--- config.mk ---
export PLATFORM = sky130hd
export DESIGN_NAME = ssp_ctrl
export DESIGN_NICKNAME = d
export VERILOG_FILES = /design/src/shared/ssp_pkg.sv /design/src/rtl/ssp_ctrl.sv
export SDC_FILE = /design/constraint.sdc
export NUM_CORES = 1
export LEC_CHECK = 0
export ABC_CLOCK_PERIOD_IN_PS = 1800
export BUFFER_PORTS_ARGS = -buffer_cell sky130_fd_sc_hd__buf_2
export CORE_MARGIN = 3
export CORE_UTILIZATION = 48
export DETAILED_ROUTE_END_ITERATION = 6
export HOLD_SLACK_MARGIN = 0.15
export PLACE_DENSITY = 0.76
export SLEW_MARGIN = 15
export SYNTH_ARGS = -nofsm -noshare
export SYNTH_HDL_FRONTEND = slang
export SYNTH_SLANG_ARGS = --single-unit
--- constraint.sdc ---
create_clock -name pclk -period 1.8 [get_ports pclk]
set_input_delay 0.18 -clock pclk [delete_from_list [all_inputs] [get_ports pclk]]
set_output_delay 0.18 -clock pclk [all_outputs]
set_load 0.05 [all_outputs]
--- src/shared/ssp_pkg.sv ---
/*
 * Constants for the synchronous serial port control block.
 * Assumes a 32-bit APB slave and an 8-bit serial byte.
 */
package ssp_pkg;
    // ------------------------------------------------------------
    // Register offsets
    // ------------------------------------------------------------
    localparam logic [7:0] SSP_OFF_BUF  = 8'h00;
    localparam logic [7:0] SSP_OFF_STAT = 8'h04;
    localparam logic [7:0] SSP_OFF_IRQS = 8'h08;
    localparam logic [7:0] SSP_OFF_IRQM = 8'h0c;
    localparam logic [7:0] SSP_OFF_DIR  = 8'h10;
    localparam logic [7:0] SSP_OFF_CTRL = 8'h14;
    // ------------------------------------------------------------
    // Control fields and reset values
    // ------------------------------------------------------------
    localparam int SSP_B_WRITE_COLLISION_FLAG = 7;
    localparam int SSP_B_OVF  = 6;
    localparam int SSP_B_EN   = 5;
    localparam int SSP_B_CKP  = 4;
    localparam logic [7:0] SSP_CTRL_RST = 8'h00;
    localparam logic [1:0] SSP_DIR_RST  = 2'h3;
    // Status bits: buffer full, start seen, stop seen
    localparam int SSP_S_BF = 0;
    localparam int SSP_S_ST = 1;
    localparam int SSP_S_SP = 2;
    // Interrupt bits: byte done, start, stop
    localparam int SSP_I_BYTE = 0;
    localparam int SSP_I_ST   = 1;
    localparam int SSP_I_SP   = 2;
    // ------------------------------------------------------------
    // Mode field codes
    // ------------------------------------------------------------
    localparam logic [3:0] SSP_M_MDIV4  = 4'h0;
    localparam logic [3:0] SSP_M_MDIV16 = 4'h1;
    localparam logic [3:0] SSP_M_MDIV64 = 4'h2;
    localparam logic [3:0] SSP_M_MTMR   = 4'h3;
    localparam logic [3:0] SSP_M_SLVSS  = 4'h4;
    localparam logic [3:0] SSP_M_SLV    = 4'h5;
    localparam logic [3:0] SSP_M_I2C7   = 4'h6;
    localparam logic [3:0] SSP_M_I2C10  = 4'h7;
    localparam logic [3:0] SSP_M_I2CFW  = 4'hb;
    localparam logic [3:0] SSP_M_I2C7I  = 4'he;
    localparam logic [3:0] SSP_M_I2C10I = 4'hf;
    // ------------------------------------------------------------
    // Timing: master divider counts in pclk cycles, and bits per serial byte
    // ------------------------------------------------------------
    localparam logic [5:0] SSP_DIV4  = 6'h03;
    localparam logic [5:0] SSP_DIV16 = 6'h0f;
    localparam logic [5:0] SSP_DIV64 = 6'h3f;
    localparam logic [3:0] SSP_BITS  = 4'h8;
endpackage

--- src/rtl/ssp_ctrl.sv ---
/*
 * Synchronous serial port control: SPI master/slave, I2C slave.
 * Assumes pins arrive asynchronously and a pad ring resolves the
 * open-drain and tri-state enables.
 */
// Register access over APB was left to the implementer.
module ssp_ctrl
    import ssp_pkg::*;
(
    input  wire logic        pclk,
    input  wire logic        presetn,
    input  wire logic        psel,
    input  wire logic        penable,
    input  wire logic        pwrite,
    input  wire logic [7:0]  paddr,
    input  wire logic [31:0] pwdata,
    output logic      [31:0] prdata,
    output logic             pready,
    output logic             pslverr,
    input  wire logic        tmr_tick,
    input  wire logic        sck_in,
    output logic             sck_out,
    output logic             sck_oe,
    input  wire logic        serial_data_in_pin,
    output logic             serial_data_out_pin,
    output logic             sdo_oe,
    input  wire logic        ss_n,
    input  wire logic        sda_in,
    output logic             sda_oe,
    output logic             irq
);
    // ------------------------------------------------------------
    // State
    // ------------------------------------------------------------
    logic [7:0] ctrl_reg;
    logic [1:0] dir_reg;
    logic [7:0] buf_reg;
    logic [7:0] sr_reg;
    logic [3:0] cnt_reg;
    logic       busy_reg;
    logic       bf_reg;
    logic       st_reg;
    logic       sp_reg;
    logic [2:0] irqs_reg;
    logic [2:0] irqm_reg;
    logic [5:0] div_reg;
    logic       msck_reg;
    logic [1:0] sck_sy_reg;
    logic [1:0] sdi_sy_reg;
    logic [1:0] ss_sy_reg;
    logic [1:0] sda_sy_reg;
    logic       sck_prev_reg;
    logic       sda_prev_reg;

    logic [3:0] mode;
    logic       en;
    logic       clock_polarity_release_bit;
    logic       is_master;
    logic       is_spi;
    logic       is_i2c;
    logic       ss_ctrl;
    logic       ss_hold;
    logic       sck_lvl;
    logic       rise;
    logic       fall;
    logic       rx_edge;
    logic       tx_edge;
    logic       byte_done;
    logic       start_ev;
    logic       stop_ev;
    logic       wr;
    logic       rd;
    logic       buf_wr;
    logic       buf_rd;
    logic       mapped;
    logic       tick;
    logic [5:0] div_max;

    // ------------------------------------------------------------
    // Mode decode
    // ------------------------------------------------------------
    assign mode = ctrl_reg[3:0];
    assign en   = ctrl_reg[SSP_B_EN];
    assign clock_polarity_release_bit  = ctrl_reg[SSP_B_CKP];
    assign is_master = en && (mode <= SSP_M_MTMR);
    assign is_spi    = en && (mode <= SSP_M_SLV);
    // firmware master code counts as I2C
    assign is_i2c    = en && (mode == SSP_M_I2C7 || mode == SSP_M_I2C10
                       || mode == SSP_M_I2CFW || mode == SSP_M_I2C7I
                       || mode == SSP_M_I2C10I);
    // select control needs mode 4 and input direction
    assign ss_ctrl = en && (mode == SSP_M_SLVSS) && dir_reg[0];
    // select high keeps shift logic held
    assign ss_hold = ss_ctrl && ss_sy_reg[1];

    // Master divider reload
    always_comb
    begin
        case (mode)
            SSP_M_MDIV4:  div_max = SSP_DIV4;
            SSP_M_MDIV16: div_max = SSP_DIV16;
            default:      div_max = SSP_DIV64;
        endcase
    end

    // ------------------------------------------------------------
    // Pin synchronisers
    // ------------------------------------------------------------
    always_ff @(posedge pclk or negedge presetn)
    begin
        if (!presetn)
        begin
            sck_sy_reg <= 2'h0;
            sdi_sy_reg <= 2'h0;
            ss_sy_reg  <= 2'h3;
            sda_sy_reg <= 2'h3;
        end
        else
        begin
            sck_sy_reg <= {sck_sy_reg[0], sck_in};
            sdi_sy_reg <= {sdi_sy_reg[0], serial_data_in_pin};
            ss_sy_reg  <= {ss_sy_reg[0], ss_n};
            sda_sy_reg <= {sda_sy_reg[0], sda_in};
        end
    end

    // ------------------------------------------------------------
    // Clock edges
    // ------------------------------------------------------------
    assign sck_lvl = is_master ? msck_reg : sck_sy_reg[1];
    assign rise    = sck_lvl && !sck_prev_reg;
    assign fall    = !sck_lvl && sck_prev_reg;
    // idle high: tx on falling, rx on rising
    assign tx_edge = is_spi && !ss_hold && (clock_polarity_release_bit ? fall : rise);
    assign rx_edge = (is_spi && !ss_hold && (clock_polarity_release_bit ? rise : fall))
                     || (is_i2c && rise);
    assign byte_done = rx_edge && (cnt_reg == SSP_BITS - 4'h1);
    // I2C start: SDA falls with SCL high; stop: SDA rises
    assign start_ev = is_i2c && sck_sy_reg[1] && !sda_sy_reg[1]
                      && sda_prev_reg;
    assign stop_ev  = is_i2c && sck_sy_reg[1] && sda_sy_reg[1]
                      && !sda_prev_reg;

    // Edge history; clock history loaded with the idle level while held
    always_ff @(posedge pclk or negedge presetn)
    begin
        if (!presetn)
        begin
            sck_prev_reg <= 1'b0;
            sda_prev_reg <= 1'b1;
        end
        else
        begin
            sck_prev_reg <= ss_hold ? clock_polarity_release_bit : sck_lvl;
            sda_prev_reg <= sda_sy_reg[1];
        end
    end

    // ------------------------------------------------------------
    // APB decode
    // ------------------------------------------------------------
    assign mapped = (paddr == SSP_OFF_BUF) || (paddr == SSP_OFF_STAT)
                    || (paddr == SSP_OFF_IRQS) || (paddr == SSP_OFF_IRQM)
                    || (paddr == SSP_OFF_DIR) || (paddr == SSP_OFF_CTRL);
    assign wr     = psel && penable && pready && pwrite && mapped;
    assign rd     = psel && penable && pready && !pwrite && mapped;
    assign buf_wr = wr && (paddr == SSP_OFF_BUF);
    assign buf_rd = rd && (paddr == SSP_OFF_BUF);

    // No wait states: ready in the first access cycle
    always_ff @(posedge pclk or negedge presetn)
    begin
        if (!presetn)
        begin
            pready  <= 1'b0;
            pslverr <= 1'b0;
            prdata  <= 32'h0;
        end
        else
        begin
            pready  <= psel && !penable;
            pslverr <= psel && !penable && !mapped;
            if (psel && !penable)
            begin
                case (paddr)
                    SSP_OFF_BUF:  prdata <= {24'h0, buf_reg};
                    SSP_OFF_STAT: prdata <= {29'h0, sp_reg, st_reg, bf_reg};
                    SSP_OFF_IRQS: prdata <= {29'h0, irqs_reg};
                    SSP_OFF_IRQM: prdata <= {29'h0, irqm_reg};
                    SSP_OFF_DIR:  prdata <= {30'h0, dir_reg};
                    SSP_OFF_CTRL: prdata <= {24'h0, ctrl_reg};
                    default:      prdata <= 32'h0;
                endcase
            end
        end
    end

    // ------------------------------------------------------------
    // Control register and sticky error flags
    // ------------------------------------------------------------
    always_ff @(posedge pclk or negedge presetn)
    begin
        if (!presetn)
            ctrl_reg <= SSP_CTRL_RST;
        else
        begin
            if (wr && paddr == SSP_OFF_CTRL)
                ctrl_reg <= pwdata[7:0];
            if (buf_wr && busy_reg)
                ctrl_reg[SSP_B_WRITE_COLLISION_FLAG] <= 1'b1;
            // I2C receive into a full buffer
            if (byte_done && bf_reg && is_i2c)
                ctrl_reg[SSP_B_OVF] <= 1'b1;
            // SPI slave overflow also flagged
            if (byte_done && bf_reg && is_spi && !is_master)
                ctrl_reg[SSP_B_OVF] <= 1'b1;
        end
    end

    // Direction bits: [0] select pin input, [1] data out is input
    always_ff @(posedge pclk or negedge presetn)
    begin
        if (!presetn)
            dir_reg <= SSP_DIR_RST;
        else if (wr && paddr == SSP_OFF_DIR)
            dir_reg <= pwdata[1:0];
    end

    // ------------------------------------------------------------
    // Master clock generator
    // ------------------------------------------------------------
    assign tick = (mode == SSP_M_MTMR) ? tmr_tick : (div_reg == 6'h0);

    always_ff @(posedge pclk or negedge presetn)
    begin
        if (!presetn)
        begin
            div_reg  <= 6'h0;
            msck_reg <= 1'b0;
        end
        else if (!is_master || !busy_reg)
        begin
            div_reg  <= div_max;
            msck_reg <= clock_polarity_release_bit;
        end
        else
        begin
            div_reg <= (div_reg == 6'h0) ? div_max : div_reg - 6'h1;
            if (tick && !(byte_done))
                msck_reg <= !msck_reg;
        end
    end

    // ------------------------------------------------------------
    // Shift engine
    // ------------------------------------------------------------
    always_ff @(posedge pclk or negedge presetn)
    begin
        if (!presetn)
        begin
            sr_reg   <= 8'h0;
            cnt_reg  <= 4'h0;
            busy_reg <= 1'b0;
        end
        else if (!en)
        begin
            cnt_reg  <= 4'h0;
            busy_reg <= 1'b0;
        end
        else
        begin
            if (buf_wr && !busy_reg)
            begin
                sr_reg   <= pwdata[7:0];
                cnt_reg  <= 4'h0;
                busy_reg <= 1'b1;
            end
            else if (rx_edge)
            begin
                sr_reg  <= {sr_reg[6:0], is_i2c ? sda_sy_reg[1]
                                                : sdi_sy_reg[1]};
                cnt_reg <= byte_done ? 4'h0 : cnt_reg + 4'h1;
                if (byte_done)
                    busy_reg <= 1'b0;
                else if (!is_master)
                    busy_reg <= 1'b1;
            end
            else if (start_ev)
                cnt_reg <= 4'h0;
        end
    end

    // Transmit data pin
    always_ff @(posedge pclk or negedge presetn)
    begin
        if (!presetn)
            serial_data_out_pin <= 1'b0;
        else if (buf_wr && !busy_reg)
            serial_data_out_pin <= pwdata[7];
        else if (tx_edge)
            serial_data_out_pin <= sr_reg[7];
    end

    // ------------------------------------------------------------
    // Buffer, status and start/stop tracking
    // ------------------------------------------------------------
    always_ff @(posedge pclk or negedge presetn)
    begin
        if (!presetn)
        begin
            buf_reg <= 8'h0;
            bf_reg  <= 1'b0;
        end
        else
        begin
            if (byte_done && !bf_reg)
                buf_reg <= {sr_reg[6:0], is_i2c ? sda_sy_reg[1]
                                                : sdi_sy_reg[1]};
            if (byte_done)
                bf_reg <= 1'b1;
            else if (buf_rd)
                bf_reg <= 1'b0;
        end
    end

    // start/stop bits follow the bus, cleared when disabled
    always_ff @(posedge pclk or negedge presetn)
    begin
        if (!presetn)
        begin
            st_reg <= 1'b0;
            sp_reg <= 1'b0;
        end
        else if (!en)
        begin
            st_reg <= 1'b0;
            sp_reg <= 1'b0;
        end
        else if (start_ev)
        begin
            st_reg <= 1'b1;
            sp_reg <= 1'b0;
        end
        else if (stop_ev)
        begin
            st_reg <= 1'b0;
            sp_reg <= 1'b1;
        end
    end

    // ------------------------------------------------------------
    // Interrupts: W1C status, mask, level output
    // ------------------------------------------------------------
    always_ff @(posedge pclk or negedge presetn)
    begin
        if (!presetn)
        begin
            irqs_reg <= 3'h0;
            irqm_reg <= 3'h0;
        end
        else
        begin
            if (wr && paddr == SSP_OFF_IRQM)
                irqm_reg <= pwdata[2:0];
            // byte, start and stop events; set beats clear
            irqs_reg <= (irqs_reg & ~((wr && paddr == SSP_OFF_IRQS)
                                      ? pwdata[2:0] : 3'h0))
                        | {stop_ev, start_ev, byte_done};
        end
    end

    always_ff @(posedge pclk or negedge presetn)
    begin
        if (!presetn)
            irq <= 1'b0;
        else
            irq <= |(irqs_reg & irqm_reg);
    end

    // ------------------------------------------------------------
    // Pin drivers
    // ------------------------------------------------------------
    always_ff @(posedge pclk or negedge presetn)
    begin
        if (!presetn)
        begin
            sdo_oe  <= 1'b0;
            sck_out <= 1'b0;
            sck_oe  <= 1'b0;
            sda_oe  <= 1'b0;
        end
        else
        begin
            // drive when pin is output, unless select control sees select high
            sdo_oe  <= is_spi && !dir_reg[1]
                       && !(ss_ctrl && ss_sy_reg[1]);
            // stretch holds clock low; idle level
            sck_out <= is_master ? msck_reg : 1'b0;
            sck_oe  <= is_master || (is_i2c && !clock_polarity_release_bit);
            sda_oe  <= 1'b0;
        end
    end
endmodule

==> impl_metrics.csv <==
group,metric,value,unit
final_layout,drive_gt1_share,40.84,%
die,row_count,31,
setup_path,r2r_slack,-0.32,ns
routing,drc,0,
synthesis,synth_cells,335,
cts,clk_pin_slew_worst_paths,0.08,ns
synthesis,avgSynthCellArea,10.79,um^2
final_layout,area_delta_synth_final,31.04,%
synthesis,ys_warn_count,0,
setup_path,worstRegToRegCells,7,
routing,routed-via-count,2885,
cts,clock-sinks,72,
routing,dr.pass1.iters,5,
final_layout,fin_area,0.004738,mm^2
final_layout,diodes,0,
synthesis,synthesis.area,0.003616,mm^2
power,clock_power_share,37.9,%
placement,placed_area,0.004195,mm^2
global_routing,grt_antenna_before_repair,0,
power,p_sw_share,27.04,%
synthesis,synth.distinct_cells,59,
routing,wl_per_cell,15.69,um
synthesis,synth_edf_count,0,
placement,portBuffers,40,
cts,clk_latency,0.36,ns
setup_path,crit_fanout,6,
timing,tightest_slew,0.5698,ns
timing,min_period,2.117,ns
synthesis,ys_seq_area_share,50.07,%
setup_path,rr_endpoint,"sr_reg[0]",
timing,period_share,117.6,%
die,die_w,92.80,um
worst_hold_path,holdPathEnd,"serial_data_out_pin",
setup_path,rr_startpoint,"ctrl_reg[3]",
worst_hold_path,min_path_cells,3,
setup_path,startpoint_type,"register",
setup_path,crit_required,2.05,ns
timing,relSlewSlack,62.01,%
global_routing,overflow,0,
routing,via_per_inst,5.226,
cts,htree_num_levels,3,
setup_path,cp.arrival,2.36,ns
global_routing,grt_max_degree,28,
timing,hold_viol_final,0,
power,power_switching,851.2,uW
placement,place_hpwl,6.160,mm
placement,routabilityCongestion,0.8627,
final_layout,nFillCells,558,
run,maxCapViolations,0,
synthesis,async_flop_share,100.0,%
timing,layout_setup_ws,-0.3171,ns
die,core_area,0.007292,mm^2
synthesis,synth_ff_type,"dfrtp_1",
power,power.total,3148,uW
power,power.leakage,0.002317,uW
cts,clockBufferDepth,2,
power,p_seq_share,52.5,%
die,ios,90,
timing,setup_viol,25,
timing,skew,0.01308,ns
routing,drtIter0Drc,230,
cts,root_buffer,"clkbuf_8",
timing,rsz0062_at_grt,"yes",
power,cell_internal_pwr,2296,uW
power,peakVddDrop,0.4091,mV
setup_path,critical_path_class,"reg -> reg",
die,die_y,92.80,um
global_routing,grt_pass1_wl,13.90,mm
worst_hold_path,hold_start,"pwdata[7]",
setup_path,endpoint_kind,"register",
final_layout,final_nets,501,
synthesis,synth-seq-cells,72,
global_routing,grt_pass1_vias,2852,
routing,wl,8.660,mm
timing,fmax,0.4723,GHz
timing,final_max_slew_viol_count,0,
outcome,status,"finished, violations left",
global_routing,grt_usage,20.96,%
power,combinationalPowerShare,9.5,%
cts,cts_tree,"yes",
die,initial_core_util,49.59,%
routing,ant_nets,0,
worst_hold_path,hold_class,"in -> reg",
die,design.die.area,0.008611,mm^2
power,power_density,664.3,mW/mm^2
cts,cts_buffers,9,
outcome,violations,"negative setup slack",
## power groups by stage
stage                     Sequential, uW  Clock, uW  Combinational (uW)
after floorplan                     1690          0                 197
after global placement              1680          0                 270
after detailed placement            1680          0                 274
after CTS                           1650       1220                 297
after global routing                1660       1290                 321
final                               1650       1190                 299
## worst max path at each step
stage / from / to / slack (ns)
finish: ctrl_reg[3] / sr_reg[0] / -0.32
global route: ctrl_reg[5] / sr_reg[0] / -0.39
CTS: ctrl_reg[3] / buf_reg[3] / -0.28
detailed placement: ctrl_reg[3] / buf_reg[3] / -0.37
global placement: ctrl_reg[3] / buf_reg[6] / -0.29
floorplan: ctrl_reg[3] / buf_reg[0] / -0.24
## final cells by class
class / count / area [um^2] / share of cell area [%]
clock inverter: 4 / 28.78 / 0.6073
sequential: 72 / 1813 / 38.26
clock buffer: 12 / 155.1 / 3.274
tap: 99 / 123.9 / 2.614
inverter: 7 / 26.28 / 0.5545
timing repair buffer: 115 / 835.8 / 17.64
multi-input combinational: 243 / 1755 / 37.05
## metal layers
| metal | track usage, % | vias up | share of wire (%) |
|---|---|---|---|
| li1 | - | 1351 | - |
| met1 | 27.64 | 1401 | 42 |
| met2 | 32.99 | 109 | 50 |
| met3 | 4.793 | 24 | 5.4 |
| met4 | 9.280 | 0 | 2.7 |
| met5 | 0 | - | 0 |
## placed cells by master (no fill, tap or decap), types with 3 or more instances in the layout
master	n
ha_1	3
inv_1	7
nand2_1	52
nor3_1	3
nand3_1	7
nand3_2	3
o21ai_0	12
conb_1	25
dfrtp_1	63
buf_6	4
a22oi_1	5
dfstp_2	7
nand2b_1	6
or3_1	3
mux2_2	15
clkbuf_8	11
nor2_1	16
dlygate4sd3_1	13
buf_4	56
a21oi_1	13
mux2_4	16
and3_1	3
buf_2	40
mux2i_1	6
xnor2_1	3
nand4_1	3
## critical path: stages, from the launching register on
cell and delay [ns]:
dfrtp_2 0.46, and4bb_4 0.37, a21o_4 0.09, a21oi_2 0.06, o31a_4 0.33, a21boi_4 0.20
buf_4 0.16, mux2_2 0.33
## stage by stage
step / TNS, ns / util, % / worst slack [ns] / cells / hold slack [ns]
6_report: -5.519 / 64.98 / -0.3171 / 552 / 0.1563
3_3_place_gp: -5.600 / 57.53 / -0.2878 / 510 / 0.1985
4_1_cts: -5.392 / 63.44 / -0.2832 / 547 / 0.1551
5_1_grt: -7.544 / 64.98 / -0.3885 / 552 / 0.1660
3_5_place_dp: -7.100 / 57.53 / -0.3729 / 510 / 0.2049
2_1_floorplan: -4.325 / - / -0.2403 / 359 / -0.1156
## synth_stat cells, types with 4 or more instances
cell type,count,share of area [%]
a21oi_1,14,1.9
a22oi_1,5,1.0
buf_4,25,5.2
clkbuf_1,7,0.73
dfrtp_1,65,45
dfstp_2,7,5.1
inv_1,7,0.73
mux2_2,31,9.7
mux2i_1,6,1.7
nand2_1,52,5.4
nand2b_1,6,1.0
nand3_1,10,1.4
nor2_1,18,1.9
o21ai_0,13,1.8
xnor2_1,4,0.97
## kinds of logic (layout without fill, tap and decap cells)
logic type               after synthesis  count (layout)  share of synthesized area (%)
AND/OR/NAND/NOR                      118             118                          17.06
flip-flops                            72              72                          50.07
AO/OA/AOI/OAI                         53              53                          10.28
buffers and inverters                 44             138                          7.682
multiplexers                          39              39                          12.56
XOR/XNOR                               5               5                          1.211
adder cells (fa/ha/maj)                3               3                          1.038
other                                  1              25                         0.1037
## what timing repair did
| item | 4_1_cts | 5_1_grt |
|---|---|---|
| setup buffers | 9 | 6 |
| hold buffers | 13 | 0 |
| gates resized for setup | 14 | 21 |
| hold endpoints to repair | 34 | 0 |
| setup endpoints to repair | 28 | 31 |
| pin swaps | 5 | 6 |
(Power assumes the default switching activity.)
